==> src/pkg/twg_pkg.sv <==
// Constants, register map and state codes for the waveform / one-shot timer.
// Assumes one system clock; the timer, count source and checker import this package whole.

package twg_pkg;

   // ******************************************************************
   // Register map (byte wide registers on the plain register port)
   // ******************************************************************
   localparam logic [2:0] TWG_ADDR_COUNT_CONTROL   = 3'h0;
   localparam logic [2:0] TWG_ADDR_ONESHOT_CONTROL = 3'h1;
   localparam logic [2:0] TWG_ADDR_PIN_IO_CONTROL  = 3'h2;
   localparam logic [2:0] TWG_ADDR_MODE            = 3'h3;
   localparam logic [2:0] TWG_ADDR_PRESCALER_VALUE = 3'h4;
   localparam logic [2:0] TWG_ADDR_SECONDARY_VALUE = 3'h5;
   localparam logic [2:0] TWG_ADDR_PRIMARY_VALUE   = 3'h6;

   // ******************************************************************
   // Field positions
   // ******************************************************************
   // count_control
   localparam int TWG_BIT_COUNT_START     = 0;
   localparam int TWG_BIT_COUNTING_STATUS = 1;
   localparam int TWG_BIT_FORCED_STOP     = 2;
   // oneshot_control
   localparam int TWG_BIT_ONESHOT_START   = 0;
   localparam int TWG_BIT_ONESHOT_STOP    = 1;
   localparam int TWG_BIT_ONESHOT_ACTIVE  = 2;
   // pin_io_control
   localparam int TWG_BIT_OUTPUT_LEVEL    = 0;
   localparam int TWG_BIT_EXT_EDGE_RISE   = 1;
   localparam int TWG_BIT_OUTPUT_SWITCH   = 2;
   localparam int TWG_BIT_EXT_TRIG_EN     = 3;
   // mode
   localparam int TWG_POS_MODE            = 0;
   localparam int TWG_BIT_WRITE_TARGET    = 3;
   localparam int TWG_POS_SRC_SEL         = 4;

   // ******************************************************************
   // Reset values and encodings
   // ******************************************************************
   localparam logic [7:0] TWG_VALUE_RESET   = 8'hFF;
   localparam logic [7:0] TWG_CTRL_RESET    = 8'h00;
   localparam logic [1:0] TWG_MODE_TIMER    = 2'h0;
   localparam logic [1:0] TWG_MODE_WAVEFORM = 2'h1;
   localparam logic [1:0] TWG_MODE_ONESHOT  = 2'h2;
   localparam logic [1:0] TWG_SRC_TAP_A     = 2'h0;
   localparam logic [1:0] TWG_SRC_TAP_B     = 2'h1;
   localparam logic [1:0] TWG_SRC_TAP_C     = 2'h2;
   localparam logic [1:0] TWG_SRC_COMPANION = 2'h3;
   // Divider for the count-source taps: tap b every 2, tap c every 8 cycles
   localparam logic [2:0] TWG_TAP_C_LAST    = 3'h7;

   // Counting phase, one-hot
   typedef enum logic [2:0] {
      TWG_ST_IDLE = 3'b001,
      TWG_ST_PRI  = 3'b010,
      TWG_ST_SEC  = 3'b100
   } twg_state_t;

endpackage : twg_pkg

==> src/rtl/twg_count_src.sv <==
// Count-source selector: the system clock, two divided taps of it, or the
// companion timer underflow pulse, delivered as a one-cycle tick.
// Assumes the companion underflow is a one-cycle pulse on i_clk_sys.

`timescale 1ns/10ps

module twg_count_src
   import twg_pkg::*;
(
   input  wire logic       i_clk_sys,
   input  wire logic       i_rst_b,
   input  wire logic [1:0] i_src_sel,
   input  wire logic       i_companion_uf,
   output logic            o_tick
);

   logic [2:0] div_q;
   logic [2:0] div_d;

   // ******************************************************************
   // Free-running divider feeding the taps
   // ******************************************************************
   always_comb begin
      div_d = div_q + 3'h1;
   end

   always_ff @(posedge i_clk_sys) begin
      if (!i_rst_b) begin
         div_q <= 3'h0;
      end else begin
         div_q <= div_d;
      end
   end

   // Tap select; companion pulse is same-domain so it is used directly
   always_comb begin
      unique case (i_src_sel)
         TWG_SRC_TAP_A: o_tick = 1'b1;
         TWG_SRC_TAP_B: o_tick = div_q[0];
         TWG_SRC_TAP_C: o_tick = (div_q == TWG_TAP_C_LAST);
         default:       o_tick = i_companion_uf;
      endcase
   end

endmodule : twg_count_src

==> src/rtl/twg_timer.sv <==
// Waveform / one-shot timer: 8-bit prescaler, 8-bit down counter with
// primary and secondary reload values, pulse output pin and interrupt.
// Assumes a plain byte register port on i_clk_sys and an async trigger pin.
//
// Functional notes
// - Waveform mode toggles output on each underflow
// - Waveform runs always start with primary value
// - Decrement; reload primary and secondary alternately
// - Count source: three taps or companion underflow
// - Intervals last (n+1)(m+1) and (n+1)(p+1)
// - Writing count start one starts waveform
// - Start cleared or forced stop halts counting
// - Interrupt after underflow ending secondary interval
// - Output switch picks waveform or port latch
// - Output switch takes effect at start/interrupt
// - Level select sets polarity and pulse level
// - Stopped writes load counter; running, reload only, except timer mode with write target clear
// - Primary and prescaler reads return live count
// - One-shot runs once for primary period
// - One-shot trigger by software or pin edge
// - One-shot underflow reloads, ends, clears flag
// - One-shot stop, start clear, forced stop end run
// - One-shot width is (n+1)(m+1) source cycles
// - One-shot interrupt when pulse ends
// - Trigger enable makes pin a trigger source
// - One-shot running writes reach reload only
// - Triggers ignored while one-shot is active
// - Forced stop returns values to all ones

`timescale 1ns/10ps

module twg_timer
   import twg_pkg::*;
(
   input  wire logic       i_clk_sys,
   input  wire logic       i_rst_b,
   input  wire logic [2:0] i_addr,
   input  wire logic [7:0] i_wdata,
   input  wire logic       i_wr,
   input  wire logic       i_rd,
   output logic      [7:0] o_rdata,
   input  wire logic       i_companion_uf,
   input  wire logic       i_ext_interrupt_pin,
   input  wire logic       i_port_latch_bit,
   output logic            o_ext_interrupt_level,
   output logic            o_pulse_out_pin,
   output logic            o_irq
);

   // ******************************************************************
   // Declarations
   // ******************************************************************
   logic       start_q,    start_d;
   logic       cstf_q,     cstf_d;
   logic       lvl_q,      lvl_d;
   logic       edge_q,     edge_d;
   logic       sw_q,       sw_d;
   logic       sw_eff_q,   sw_eff_d;
   logic       trg_en_q,   trg_en_d;
   logic       wtc_q,      wtc_d;
   logic [1:0] mode_q,     mode_d;
   logic [1:0] src_q,      src_d;
   logic [7:0] pre_rl_q,   pre_rl_d;
   logic [7:0] pri_rl_q,   pri_rl_d;
   logic [7:0] sec_rl_q,   sec_rl_d;
   logic [7:0] pre_cnt_q,  pre_cnt_d;
   logic [7:0] main_cnt_q, main_cnt_d;
   twg_state_t state_q,    state_d;
   logic       wave_q,     wave_d;
   logic       pin_q,      pin_d;
   logic       irq_q,      irq_d;
   logic [7:0] rdata_q,    rdata_d;

   logic       tick;
   logic       ext_edge;
   logic       wr_cc;
   logic       wr_oc;
   logic       forced_stop;
   logic       stopped;
   logic       is_wave;
   logic       is_oneshot;
   logic       trigger;
   logic       os_stop;
   logic       run;
   logic       pre_uf;
   logic       main_uf;
   logic       start_rise;

   // ******************************************************************
   // Count source and trigger pin
   // ******************************************************************
   twg_count_src u_src (
      .i_clk_sys      (i_clk_sys),
      .i_rst_b        (i_rst_b),
      .i_src_sel      (src_q),
      .i_companion_uf (i_companion_uf),
      .o_tick         (tick)
   );

   twg_trig_edge u_edge (
      .i_clk_sys  (i_clk_sys),
      .i_rst_b    (i_rst_b),
      .i_pin      (i_ext_interrupt_pin),
      .i_rise_sel (edge_q),
      .o_level    (o_ext_interrupt_level),
      .o_edge     (ext_edge)
   );

   // ******************************************************************
   // Decode of strobes and run conditions
   // ******************************************************************
   always_comb begin
      wr_cc       = i_wr && (i_addr == TWG_ADDR_COUNT_CONTROL);
      wr_oc       = i_wr && (i_addr == TWG_ADDR_ONESHOT_CONTROL);
      forced_stop = wr_cc && i_wdata[TWG_BIT_FORCED_STOP];
      stopped     = !start_q && !cstf_q;
      is_wave     = (mode_q == TWG_MODE_WAVEFORM);
      is_oneshot  = (mode_q == TWG_MODE_ONESHOT);
      start_rise  = start_q && !cstf_q;
      // Software or pin trigger, refused while a shot runs
      trigger     = is_oneshot && cstf_q && start_q && (state_q == TWG_ST_IDLE)
                    && ((wr_oc && i_wdata[TWG_BIT_ONESHOT_START]) || (trg_en_q && ext_edge));
      // One-shot stop bit or count start cleared; forced stop is handled below
      os_stop     = is_oneshot && (state_q != TWG_ST_IDLE)
                    && ((wr_oc && i_wdata[TWG_BIT_ONESHOT_STOP]) || !start_q);
      run         = cstf_q && start_q && (state_q != TWG_ST_IDLE) && tick;
      // Prescaler underflow clocks the main counter
      pre_uf      = run && (pre_cnt_q == 8'h00);
      main_uf     = pre_uf && (main_cnt_q == 8'h00);
   end

   // ******************************************************************
   // Control registers and next-state logic
   // ******************************************************************
   always_comb begin
      start_d    = start_q;
      cstf_d     = start_q;
      lvl_d      = lvl_q;
      edge_d     = edge_q;
      sw_d       = sw_q;
      sw_eff_d   = sw_eff_q;
      trg_en_d   = trg_en_q;
      wtc_d      = wtc_q;
      mode_d     = mode_q;
      src_d      = src_q;
      pre_rl_d   = pre_rl_q;
      pri_rl_d   = pri_rl_q;
      sec_rl_d   = sec_rl_q;
      pre_cnt_d  = pre_cnt_q;
      main_cnt_d = main_cnt_q;
      state_d    = state_q;
      wave_d     = wave_q;
      irq_d      = 1'b0;

      // Register writes; mode and source only change while stopped
      if (wr_cc) begin
         start_d = i_wdata[TWG_BIT_COUNT_START];
      end
      if (i_wr && (i_addr == TWG_ADDR_PIN_IO_CONTROL)) begin
         lvl_d    = i_wdata[TWG_BIT_OUTPUT_LEVEL];
         edge_d   = i_wdata[TWG_BIT_EXT_EDGE_RISE];
         sw_d     = i_wdata[TWG_BIT_OUTPUT_SWITCH];
         trg_en_d = i_wdata[TWG_BIT_EXT_TRIG_EN];
      end
      if (i_wr && (i_addr == TWG_ADDR_MODE) && stopped) begin
         mode_d = i_wdata[TWG_POS_MODE +: 2];
         wtc_d  = i_wdata[TWG_BIT_WRITE_TARGET];
         src_d  = i_wdata[TWG_POS_SRC_SEL +: 2];
      end

      // Counting: prescaler first, main counter on its underflow
      if (run) begin
         if (pre_uf) begin
            pre_cnt_d = pre_rl_q;
            if (main_uf) begin
               if (is_wave) begin
                  // Alternate reloads and flip the waveform
                  wave_d = ~wave_q;
                  if (state_q == TWG_ST_PRI) begin
                     main_cnt_d = sec_rl_q;
                     state_d    = TWG_ST_SEC;
                  end else begin
                     main_cnt_d = pri_rl_q;
                     state_d    = TWG_ST_PRI;
                     irq_d      = 1'b1;
                     sw_eff_d   = sw_q;
                  end
               end else begin
                  // One shot ends: reload, drop flag, interrupt
                  main_cnt_d = pri_rl_q;
                  state_d    = TWG_ST_IDLE;
                  irq_d      = 1'b1;
               end
            end else begin
               main_cnt_d = main_cnt_q - 8'h01;
            end
         end else begin
            pre_cnt_d = pre_cnt_q - 8'h01;
         end
      end

      // Waveform run begins on the primary value
      if (is_wave && start_rise) begin
         state_d    = TWG_ST_PRI;
         wave_d     = 1'b0;
         pre_cnt_d  = pre_rl_q;
         main_cnt_d = pri_rl_q;
         sw_eff_d   = sw_q;
      end
      // Waveform stop when count start is cleared
      if (is_wave && !start_q) begin
         state_d = TWG_ST_IDLE;
      end

      // Accepted one-shot trigger starts a primary-length run
      if (trigger) begin
         state_d    = TWG_ST_PRI;
         pre_cnt_d  = pre_rl_q;
         main_cnt_d = pri_rl_q;
      end
      // Stopping a shot reloads the counters
      if (os_stop) begin
         state_d    = TWG_ST_IDLE;
         pre_cnt_d  = pre_rl_q;
         main_cnt_d = pri_rl_q;
      end

      // Prescaler and primary writes: stopped, or timer mode with write target clear, loads both; otherwise, and secondary always, reload only
      if (i_wr && (i_addr == TWG_ADDR_PRESCALER_VALUE)) begin
         pre_rl_d = i_wdata;
         if (stopped || (!wtc_q && mode_q == TWG_MODE_TIMER)) begin
            pre_cnt_d = i_wdata;
         end
      end
      if (i_wr && (i_addr == TWG_ADDR_PRIMARY_VALUE)) begin
         pri_rl_d = i_wdata;
         if (stopped || (!wtc_q && mode_q == TWG_MODE_TIMER)) begin
            main_cnt_d = i_wdata;
         end
      end
      if (i_wr && (i_addr == TWG_ADDR_SECONDARY_VALUE)) begin
         sec_rl_d = i_wdata;
      end

      // Forced stop wins over all counter, state and value updates and restores all ones; a same-cycle interrupt still fires
      if (forced_stop) begin
         start_d    = 1'b0;
         cstf_d     = 1'b0;
         state_d    = TWG_ST_IDLE;
         pre_rl_d   = TWG_VALUE_RESET;
         pri_rl_d   = TWG_VALUE_RESET;
         sec_rl_d   = TWG_VALUE_RESET;
         pre_cnt_d  = TWG_VALUE_RESET;
         main_cnt_d = TWG_VALUE_RESET;
         wave_d     = 1'b0;
      end
   end

   // ******************************************************************
   // Output pin and read data
   // ******************************************************************
   always_comb begin
      // Level select sets polarity of both modes
      if (is_wave) begin
         // Switch picks waveform or port latch
         // Next values, so the pin moves on the same edge as the interrupt
         pin_d = sw_eff_d ? i_port_latch_bit
                          : ((state_d == TWG_ST_IDLE) ? lvl_q : (wave_d ^ ~lvl_q));
      end else if (is_oneshot) begin
         pin_d = (state_d != TWG_ST_IDLE) ? ~lvl_q : lvl_q;
      end else begin
         pin_d = i_port_latch_bit;
      end

      // Read mux; live counts for primary and prescaler
      rdata_d = 8'h00;
      if (i_rd) begin
         unique case (i_addr)
            TWG_ADDR_COUNT_CONTROL: begin
               rdata_d[TWG_BIT_COUNT_START]     = start_q;
               rdata_d[TWG_BIT_COUNTING_STATUS] = cstf_q;
            end
            TWG_ADDR_ONESHOT_CONTROL: begin
               rdata_d[TWG_BIT_ONESHOT_ACTIVE] = is_oneshot && (state_q != TWG_ST_IDLE);
            end
            TWG_ADDR_PIN_IO_CONTROL: begin
               rdata_d[TWG_BIT_OUTPUT_LEVEL]  = lvl_q;
               rdata_d[TWG_BIT_EXT_EDGE_RISE] = edge_q;
               rdata_d[TWG_BIT_OUTPUT_SWITCH] = sw_q;
               rdata_d[TWG_BIT_EXT_TRIG_EN]   = trg_en_q;
            end
            TWG_ADDR_MODE: begin
               rdata_d[TWG_POS_MODE +: 2]     = mode_q;
               rdata_d[TWG_BIT_WRITE_TARGET]  = wtc_q;
               rdata_d[TWG_POS_SRC_SEL +: 2]  = src_q;
            end
            TWG_ADDR_PRESCALER_VALUE: rdata_d = pre_cnt_q;
            TWG_ADDR_SECONDARY_VALUE: rdata_d = sec_rl_q;
            TWG_ADDR_PRIMARY_VALUE:   rdata_d = main_cnt_q;
            default:                  rdata_d = 8'h00;
         endcase
      end
   end

   // ******************************************************************
   // State registers
   // ******************************************************************
   // One register stage delays pin and interrupt past the underflow tick,
   // standing in for the half count-source cycle of the original timing.
   always_ff @(posedge i_clk_sys) begin
      if (!i_rst_b) begin
         start_q    <= 1'b0;
         cstf_q     <= 1'b0;
         lvl_q      <= 1'b0;
         edge_q     <= 1'b0;
         sw_q       <= 1'b0;
         sw_eff_q   <= 1'b0;
         trg_en_q   <= 1'b0;
         wtc_q      <= 1'b0;
         mode_q     <= TWG_MODE_TIMER;
         src_q      <= TWG_SRC_TAP_A;
         pre_rl_q   <= TWG_VALUE_RESET;
         pri_rl_q   <= TWG_VALUE_RESET;
         sec_rl_q   <= TWG_VALUE_RESET;
         pre_cnt_q  <= TWG_VALUE_RESET;
         main_cnt_q <= TWG_VALUE_RESET;
         state_q    <= TWG_ST_IDLE;
         wave_q     <= 1'b0;
         pin_q      <= 1'b0;
         irq_q      <= 1'b0;
         rdata_q    <= TWG_CTRL_RESET;
      end else begin
         start_q    <= start_d;
         cstf_q     <= cstf_d;
         lvl_q      <= lvl_d;
         edge_q     <= edge_d;
         sw_q       <= sw_d;
         sw_eff_q   <= sw_eff_d;
         trg_en_q   <= trg_en_d;
         wtc_q      <= wtc_d;
         mode_q     <= mode_d;
         src_q      <= src_d;
         pre_rl_q   <= pre_rl_d;
         pri_rl_q   <= pri_rl_d;
         sec_rl_q   <= sec_rl_d;
         pre_cnt_q  <= pre_cnt_d;
         main_cnt_q <= main_cnt_d;
         state_q    <= state_d;
         wave_q     <= wave_d;
         pin_q      <= pin_d;
         irq_q      <= irq_d;
         rdata_q    <= rdata_d;
      end
   end

   always_comb begin
      o_pulse_out_pin = pin_q;
      o_irq           = irq_q;
      o_rdata         = rdata_q;
   end

endmodule : twg_timer

==> src/rtl/twg_trig_edge.sv <==
// External interrupt pin synchroniser with edge detection.
// Assumes the pin is asynchronous to i_clk_sys.

`timescale 1ns/10ps

module twg_trig_edge (
   input  wire logic i_clk_sys,
   input  wire logic i_rst_b,
   input  wire logic i_pin,
   input  wire logic i_rise_sel,
   output logic      o_level,
   output logic      o_edge
);

   logic meta_q;
   logic sync_q;
   logic last_q;

   // ******************************************************************
   // Two-flop synchroniser, then a third flop for edge history
   // ******************************************************************
   always_ff @(posedge i_clk_sys) begin
      if (!i_rst_b) begin
         meta_q <= 1'b1;
         sync_q <= 1'b1;
         last_q <= 1'b1;
      end else begin
         meta_q <= i_pin;
         sync_q <= meta_q;
         last_q <= sync_q;
      end
   end

   // Only the second and third flops feed the edge logic
   always_comb begin
      o_level = sync_q;
      o_edge  = i_rise_sel ? (sync_q & ~last_q) : (~sync_q & last_q);
   end

endmodule : twg_trig_edge

==> config.mk <==
export PLATFORM = sky130hd
export DESIGN_NAME = twg_timer
export DESIGN_NICKNAME = d
export VERILOG_FILES = /design/src/pkg/twg_pkg.sv /design/src/rtl/twg_count_src.sv /design/src/rtl/twg_timer.sv /design/src/rtl/twg_trig_edge.sv
export SDC_FILE = /design/constraint.sdc
export NUM_CORES = 1
export LEC_CHECK = 0
export BUFFER_PORTS_ARGS = -buffer_cell sky130_fd_sc_hd__buf_2
export CAP_MARGIN = 40
export CORE_UTILIZATION = 65
export DETAILED_ROUTE_END_ITERATION = 8
export PLACE_DENSITY_LB_ADDON = 0.12
export REMOVE_ABC_BUFFERS = 1
export SLEW_MARGIN = 20
export SYNTH_ARGS = -nofsm -noshare
export SYNTH_HDL_FRONTEND = slang
export SYNTH_SLANG_ARGS = --single-unit
==> constraint.sdc <==
create_clock -name i_clk_sys -period 8.21 [get_ports i_clk_sys]
set_input_delay 1.642 -clock i_clk_sys [delete_from_list [all_inputs] [get_ports i_clk_sys]]
set_output_delay 1.642 -clock i_clk_sys [all_outputs]
set_load 0.02 [all_outputs]
=== Word-level counts from Yosys, hierarchy flattened ===
Index checks and enable logic that the tools add are counted.

* Add/subtract/negate cells: 3
* Reduce and logical (&&, ||, !) cells: 42
* Equal/unequal tests: 16
* Mux-type cells: 53
* Bitwise logic cells: 8

{| class="wikitable"
|+ Operator list
! cell !! count
|-
| $mux 8 || 17
|-
| $mux 3 || 10
|-
| $logic_and 1x1->1 || 28
|-
| $mux 1 || 20
|-
| $logic_not 8->1 || 2
|-
| $sub 8x1->8 const B || 2
|-
| $eq 3x3->1 const B || 4
|-
| $pmux 2 s6 || 1
|-
| $pmux 1 s5 || 2
|-
| $eq 3x1->1 const B || 3
|-
| $eq 3x2->1 const B || 3
|-
| $pmux 2 s4 || 1
|-
| $ne 3x1->1 const B || 2
|-
| $pmux 2 s3 || 1
|-
| $not 1->1 || 5
|-
| $eq 2x1->1 const B || 2
|-
| $eq 2x2->1 const B || 2
|-
| $logic_not 2->1 || 2
|-
| $reduce_and 4->1 || 1
|-
| $add 3x1->3 const B || 1
|-
| $logic_not 1->1 || 3
|-
| $logic_not 3->1 || 1
|-
| $logic_or 1x1->1 || 3
|-
| $pmux 1 s3 || 1
|-
| other kinds (4) || 5
|}

* Output and inout port bits: 11
* Register bits after elaboration: 72
* Input port bits: 18
* Logic and storage cells: 146

=== Longest topological paths before layout ===
* Word-level depth: 17
* Depth in mapped cells: 10
* Mapped depth without buffers: 9

=== Cells and area by module ===
A second synthesis with hierarchy kept.

* Cells, all modules: 474
* Area, all modules: 3,776.1 um^2

{| class="wikitable"
|+ Modules (own cells, without submodules)
! module !! instances !! seq. area each (um^2) !! area each (um^2) !! cells each
|-
| twg_timer || 1 || 1,321.3 || 3,549.7 || 454
|-
| twg_count_src || 1 || 60.1 || 125.1 || 11
|-
| twg_trig_edge || 1 || 60.1 || 101.3 || 9
|}

=== Worst setup path before layout ===
OpenSTA, ideal clock, no wires.

* Kind: input port to flip-flop
* Start: input port i_addr[0]
* End: register pre_cnt_q[1]
* Data arrival time: 3.343 ns
* Setup slack: 4.748 ns
* Setup time: 0.120 ns
* Path buffers: 0
* Stages: 7
* Required time: 8.090 ns
* Path through: nor2b_1 nand3_1 a2111oi_4 nor3_2 nand2_1 a221oi_1 a211o_1

* Longest elaborated chain between the ends: 9
* Elaborated cells between the ends (all ways): 18
* Those cells by class: eq/ne (2); mux (4); reduce/logical (12)

{| class="wikitable"
|+ RTL lines
! what !! line !! RTL
|-
| from (decl) || twg_timer.sv:37 || <nowiki>input wire logic [2:0] i_addr,</nowiki>
|-
| $eq 3x1->1 || twg_timer.sv:114 || <nowiki>wr_oc = i_wr && (i_addr == TWG_ADDR_ONESHOT_CONTROL);</nowiki>
|-
| $logic_and 1x1->1 || twg_timer.sv:114 ||
|-
| $logic_and 1x1->1 || twg_timer.sv:122 || <nowiki>&& ((wr_oc && i_wdata[TWG_BIT_ONESHOT_START]) || (trg_en_q && ext_edge));</nowiki>
|-
| $logic_or 1x1->1 || twg_timer.sv:122 ||
|-
| $logic_and 1x1->1 || twg_timer.sv:122 ||
|-
| $mux 8 || twg_timer.sv:216 || <nowiki>if (trigger) begin</nowiki>
|-
| $mux 8 || twg_timer.sv:222 || <nowiki>if (os_stop) begin</nowiki>
|-
| $mux 8 || twg_timer.sv:231 || <nowiki>if (stopped || (!wtc_q && mode_q == TWG_MODE_TIMER)) begin</nowiki>
|-
| $mux 8 || twg_timer.sv:229 || <nowiki>if (i_wr && (i_addr == TWG_ADDR_PRESCALER_VALUE)) begin</nowiki>
|-
| to (signal assigned) || twg_timer.sv:346 || <nowiki>pre_cnt_q <= pre_cnt_d;</nowiki>
|-
| to (decl) || twg_timer.sv:66 || <nowiki>logic [7:0] pre_cnt_q, pre_cnt_d;</nowiki>
|}

Several ways; a longest one is shown, not always the timed one.
A chain may end at the register's enable or synchronous reset.

=== Worst setup path after layout ===
* Start: input port i_addr[0]
* End: register pre_cnt_q[3]

Same word-level chain as after synthesis.

==> out/results.tsv <==
stage	metric	value	unit
synth	Syn Inst Count	458	
cells_and_area	# diodes	0	
cells_and_area	post-layout net count	501	
cts	Hold Buf Count CTS	0	
die	site row count	27	
run	Max-Cap Viols	0	
critical_path	crit end category	flip-flop	
cts	Clock Tree Root	clkbuf_8	
detailed_routing	Vias/cell	6.55	
cts	Clock Latency Late Sink	0.35	ns
timing	RSZ-0062 raised after global routing	no	
synth	Post-synth EDFFs	0	
die	Initial Util	68.5	%
die	core area	5610	sq um
detailed_routing	routed len/inst	19.2	um
critical_path	crit path launch type	input port	
critical_path	WP data required	8.39	ns
synth	Synth Area per Inst	8.39	sq um
timing	Final Cycle Share	46.6	%
cts	CTS clk-pin slew, worst paths	0.07	ns
cts	CTS resizes	0	
timing	Worst Clk Skew	0.00809	ns
cts	Inserted Clock Buffers	9	
detailed_routing	DRC errors left	0	
critical_path	crit-path cells	buf_2, nor2b_1, nand3_1, a2111oi_4, nor3_2, nand2_1, mux2i_1, o211ai_1	
synth	leading area contributor after synthesis	dfxtp_1	
die	Die Ht	78.9	um
global_routing	pin count of the biggest net entering global routing	35	
die	DIE WIDTH	78.9	um
min_path	Hold Path Class	reg -> reg	
synth	Post-synth top flop	dfxtp_1	
power	Power Density	172	nW/um^2
cts	CTS tree	built	
place	RD Place Congestion	0.965	
synth	Synth Cell Area	3840	sq um
detailed_routing	drt initial violations	517	
global_routing	vias in the first global route	3386	
cts	H-tree depth	3	
timing	Final Slew Violations	0	
status	outcome	completed	
critical_path	CP max FO	24	
synth	fraction of registers with async set/reset	0	%
global_routing	antenna violations before repair	0	
cells_and_area	most frequent cells in the layout	nand2_1, dfxtp_1, nand3_1, buf_2, nor2_1	
timing	final setup vio count	0	
timing	final hold vios	0	
critical_path	Crit-path slowest cell	a2111oi_4	
critical_path	max incr delay on CP	0.49	ns
timing	TNS Setup	0	ns
detailed_routing	post-route ant nets	0	
critical_path	crit path kind	in -> reg	
cells_and_area	share of layout cells above drive strength 1	14.7	%
synth	sequential share of the synthesized area	37.5	%
die	io pins	29	
synth	top-area cell type share of the netlist area	37.5	%
cts	clk buf depth	2	
global_routing	total global routing overflow	0	
cts	setup bufs post-CTS	0	
detailed_routing	drt first pass iters	6	
synth	Netlist cell types	64	
cells_and_area	synthesis-to-layout area growth	9.02	%
cells_and_area	count of non-filler cells in the finished layout	555	
timing	Slew @ Worst Pin	0.853	ns
detailed_routing	Via Count	3633	
place	hpwl dp	7.49	mm
cells_and_area	commonest non-fill, non-tap cell in the layout	nand2_1	
place	input/output buffers	28	
power	Static Leakage	1.80	nW
synth	Yosys reg bits	72	
place	dpl cells	537	
global_routing	first-pass GRT wire length	17.3	mm
timing	Fmax	261	MHz
synth	Synth area leaders	dfxtp_1, nand2_1, mux2i_1	
die	DIE AREA	6220	sq um
power	Max VDD drop	0.120	mV
detailed_routing	WL final	10.7	mm
cts	Num Clock Sinks	72	
synth	yosys warns	0	
timing	Slew Limit Headroom	43.1	%
timing	Min Clock Period, post-route	3.83	ns
critical_path	Worst Path Arrival	4.01	ns
global_routing	GRT Total Usage	36.9	%
==> layout make-up <==
class	count	area, sq um
clock buffer	10	138
timing repair buffer	33	173
fill	463	1420
tap	72	90.1
inverter	8	30.0
sequential	72	1440
multi-input combinational	354	2260
clock inverter	6	58.8
==> flip-flops by register name, indices dropped and copies added (netlist names), 2 cells and up <==
register     cells
main_cnt_q       8
mode_q           2
o_rdata          8
pre_cnt_q        8
pre_rl_q         8
pri_rl_q         8
sec_rl_q         8
src_q            2
state_q          3
u_src.div_q      3
==> through the flow <==
step / area, sq um / setup WS, ns / util (%) / power [mW] / hold slack (ns)
floorplan: 3730 / 4.67 / - / 0.414 / 0.386
global placement: 3960 / 3.95 / 70.6 / 0.440 / 0.388
detailed placement: 3980 / 4.06 / 70.9 / 0.443 / 0.406
CTS: 4170 / 4.42 / 74.4 / 0.720 / 0.424
global route: 4190 / 4.24 / 74.7 / 0.744 / 0.437
finish: 4190 / 4.38 / 74.7 / 0.721 / 0.419
==> cells in the mapped netlist, types with 3 or more instances <==
cell,n
a211o_1,6
a211oi_1,8
a21oi_1,19
a221oi_1,3
a22oi_1,6
a31oi_1,5
and2_1,7
and3_1,5
clkbuf_1,20
dfxtp_1,72
ha_1,5
inv_1,8
mux2_2,6
mux2i_1,22
nand2_1,81
nand2b_1,5
nand3_1,32
nand4_1,3
nor2_1,26
nor2b_1,18
nor3_1,11
nor3b_1,3
o211ai_1,13
o21ai_0,14
o31ai_1,3
or3_1,5
xnor2_1,4
xor2_1,4
==> metal layers <==
| layer | global-route usage, % | part of all wire [%] |
|---|---|---|
| met1 | 48.8 | 41 |
| met2 | 57.5 | 45 |
| met3 | 9.08 | 9.9 |
| met5 | 0 | 0 |
| met4 | 15.1 | 3.4 |
==> worst max-delay path, delay by kind of cell <==
family | cells | cell delay, ns
and+or+nand+nor | 4 | 1.15
muxes | 1 | 0.27
AOI/OAI and AO/OA | 2 | 0.60
buffers and inverters | 1 | 0.34
==> worst paths after layout <==
kind | to | slack (ns) | cells after the start | from
max | pre_cnt_q[3] | 4.38 | 8 | i_addr[0]
min | u_edge.o_level | 0.42 | 1 | u_edge.meta_q
max reg2reg | o_pulse_out_pin | 5.17 | 9 | main_cnt_q[0]
min reg2reg | u_edge.o_level | 0.42 | 1 | u_edge.meta_q
==> report_power, final <==
part / switching [mW] / internal, mW / total (mW)
logic: 0.0408 / 0.0246 / 0.0654
clock network: 0.137 / 0.147 / 0.284
registers: 0.0112 / 0.361 / 0.372
==> logic make-up after synthesis <==
kind of cell               share of synthesized area, %
and+or+nand+nor                                    29.2
buffers and inverters                              3.75
muxes                                              8.08
adders and majority gates                          1.63
AOI/OAI and AO/OA                                  18.0
DFF                                                37.5
xor gates and xnor gates                           1.82
(Power assumes the default switching activity.)
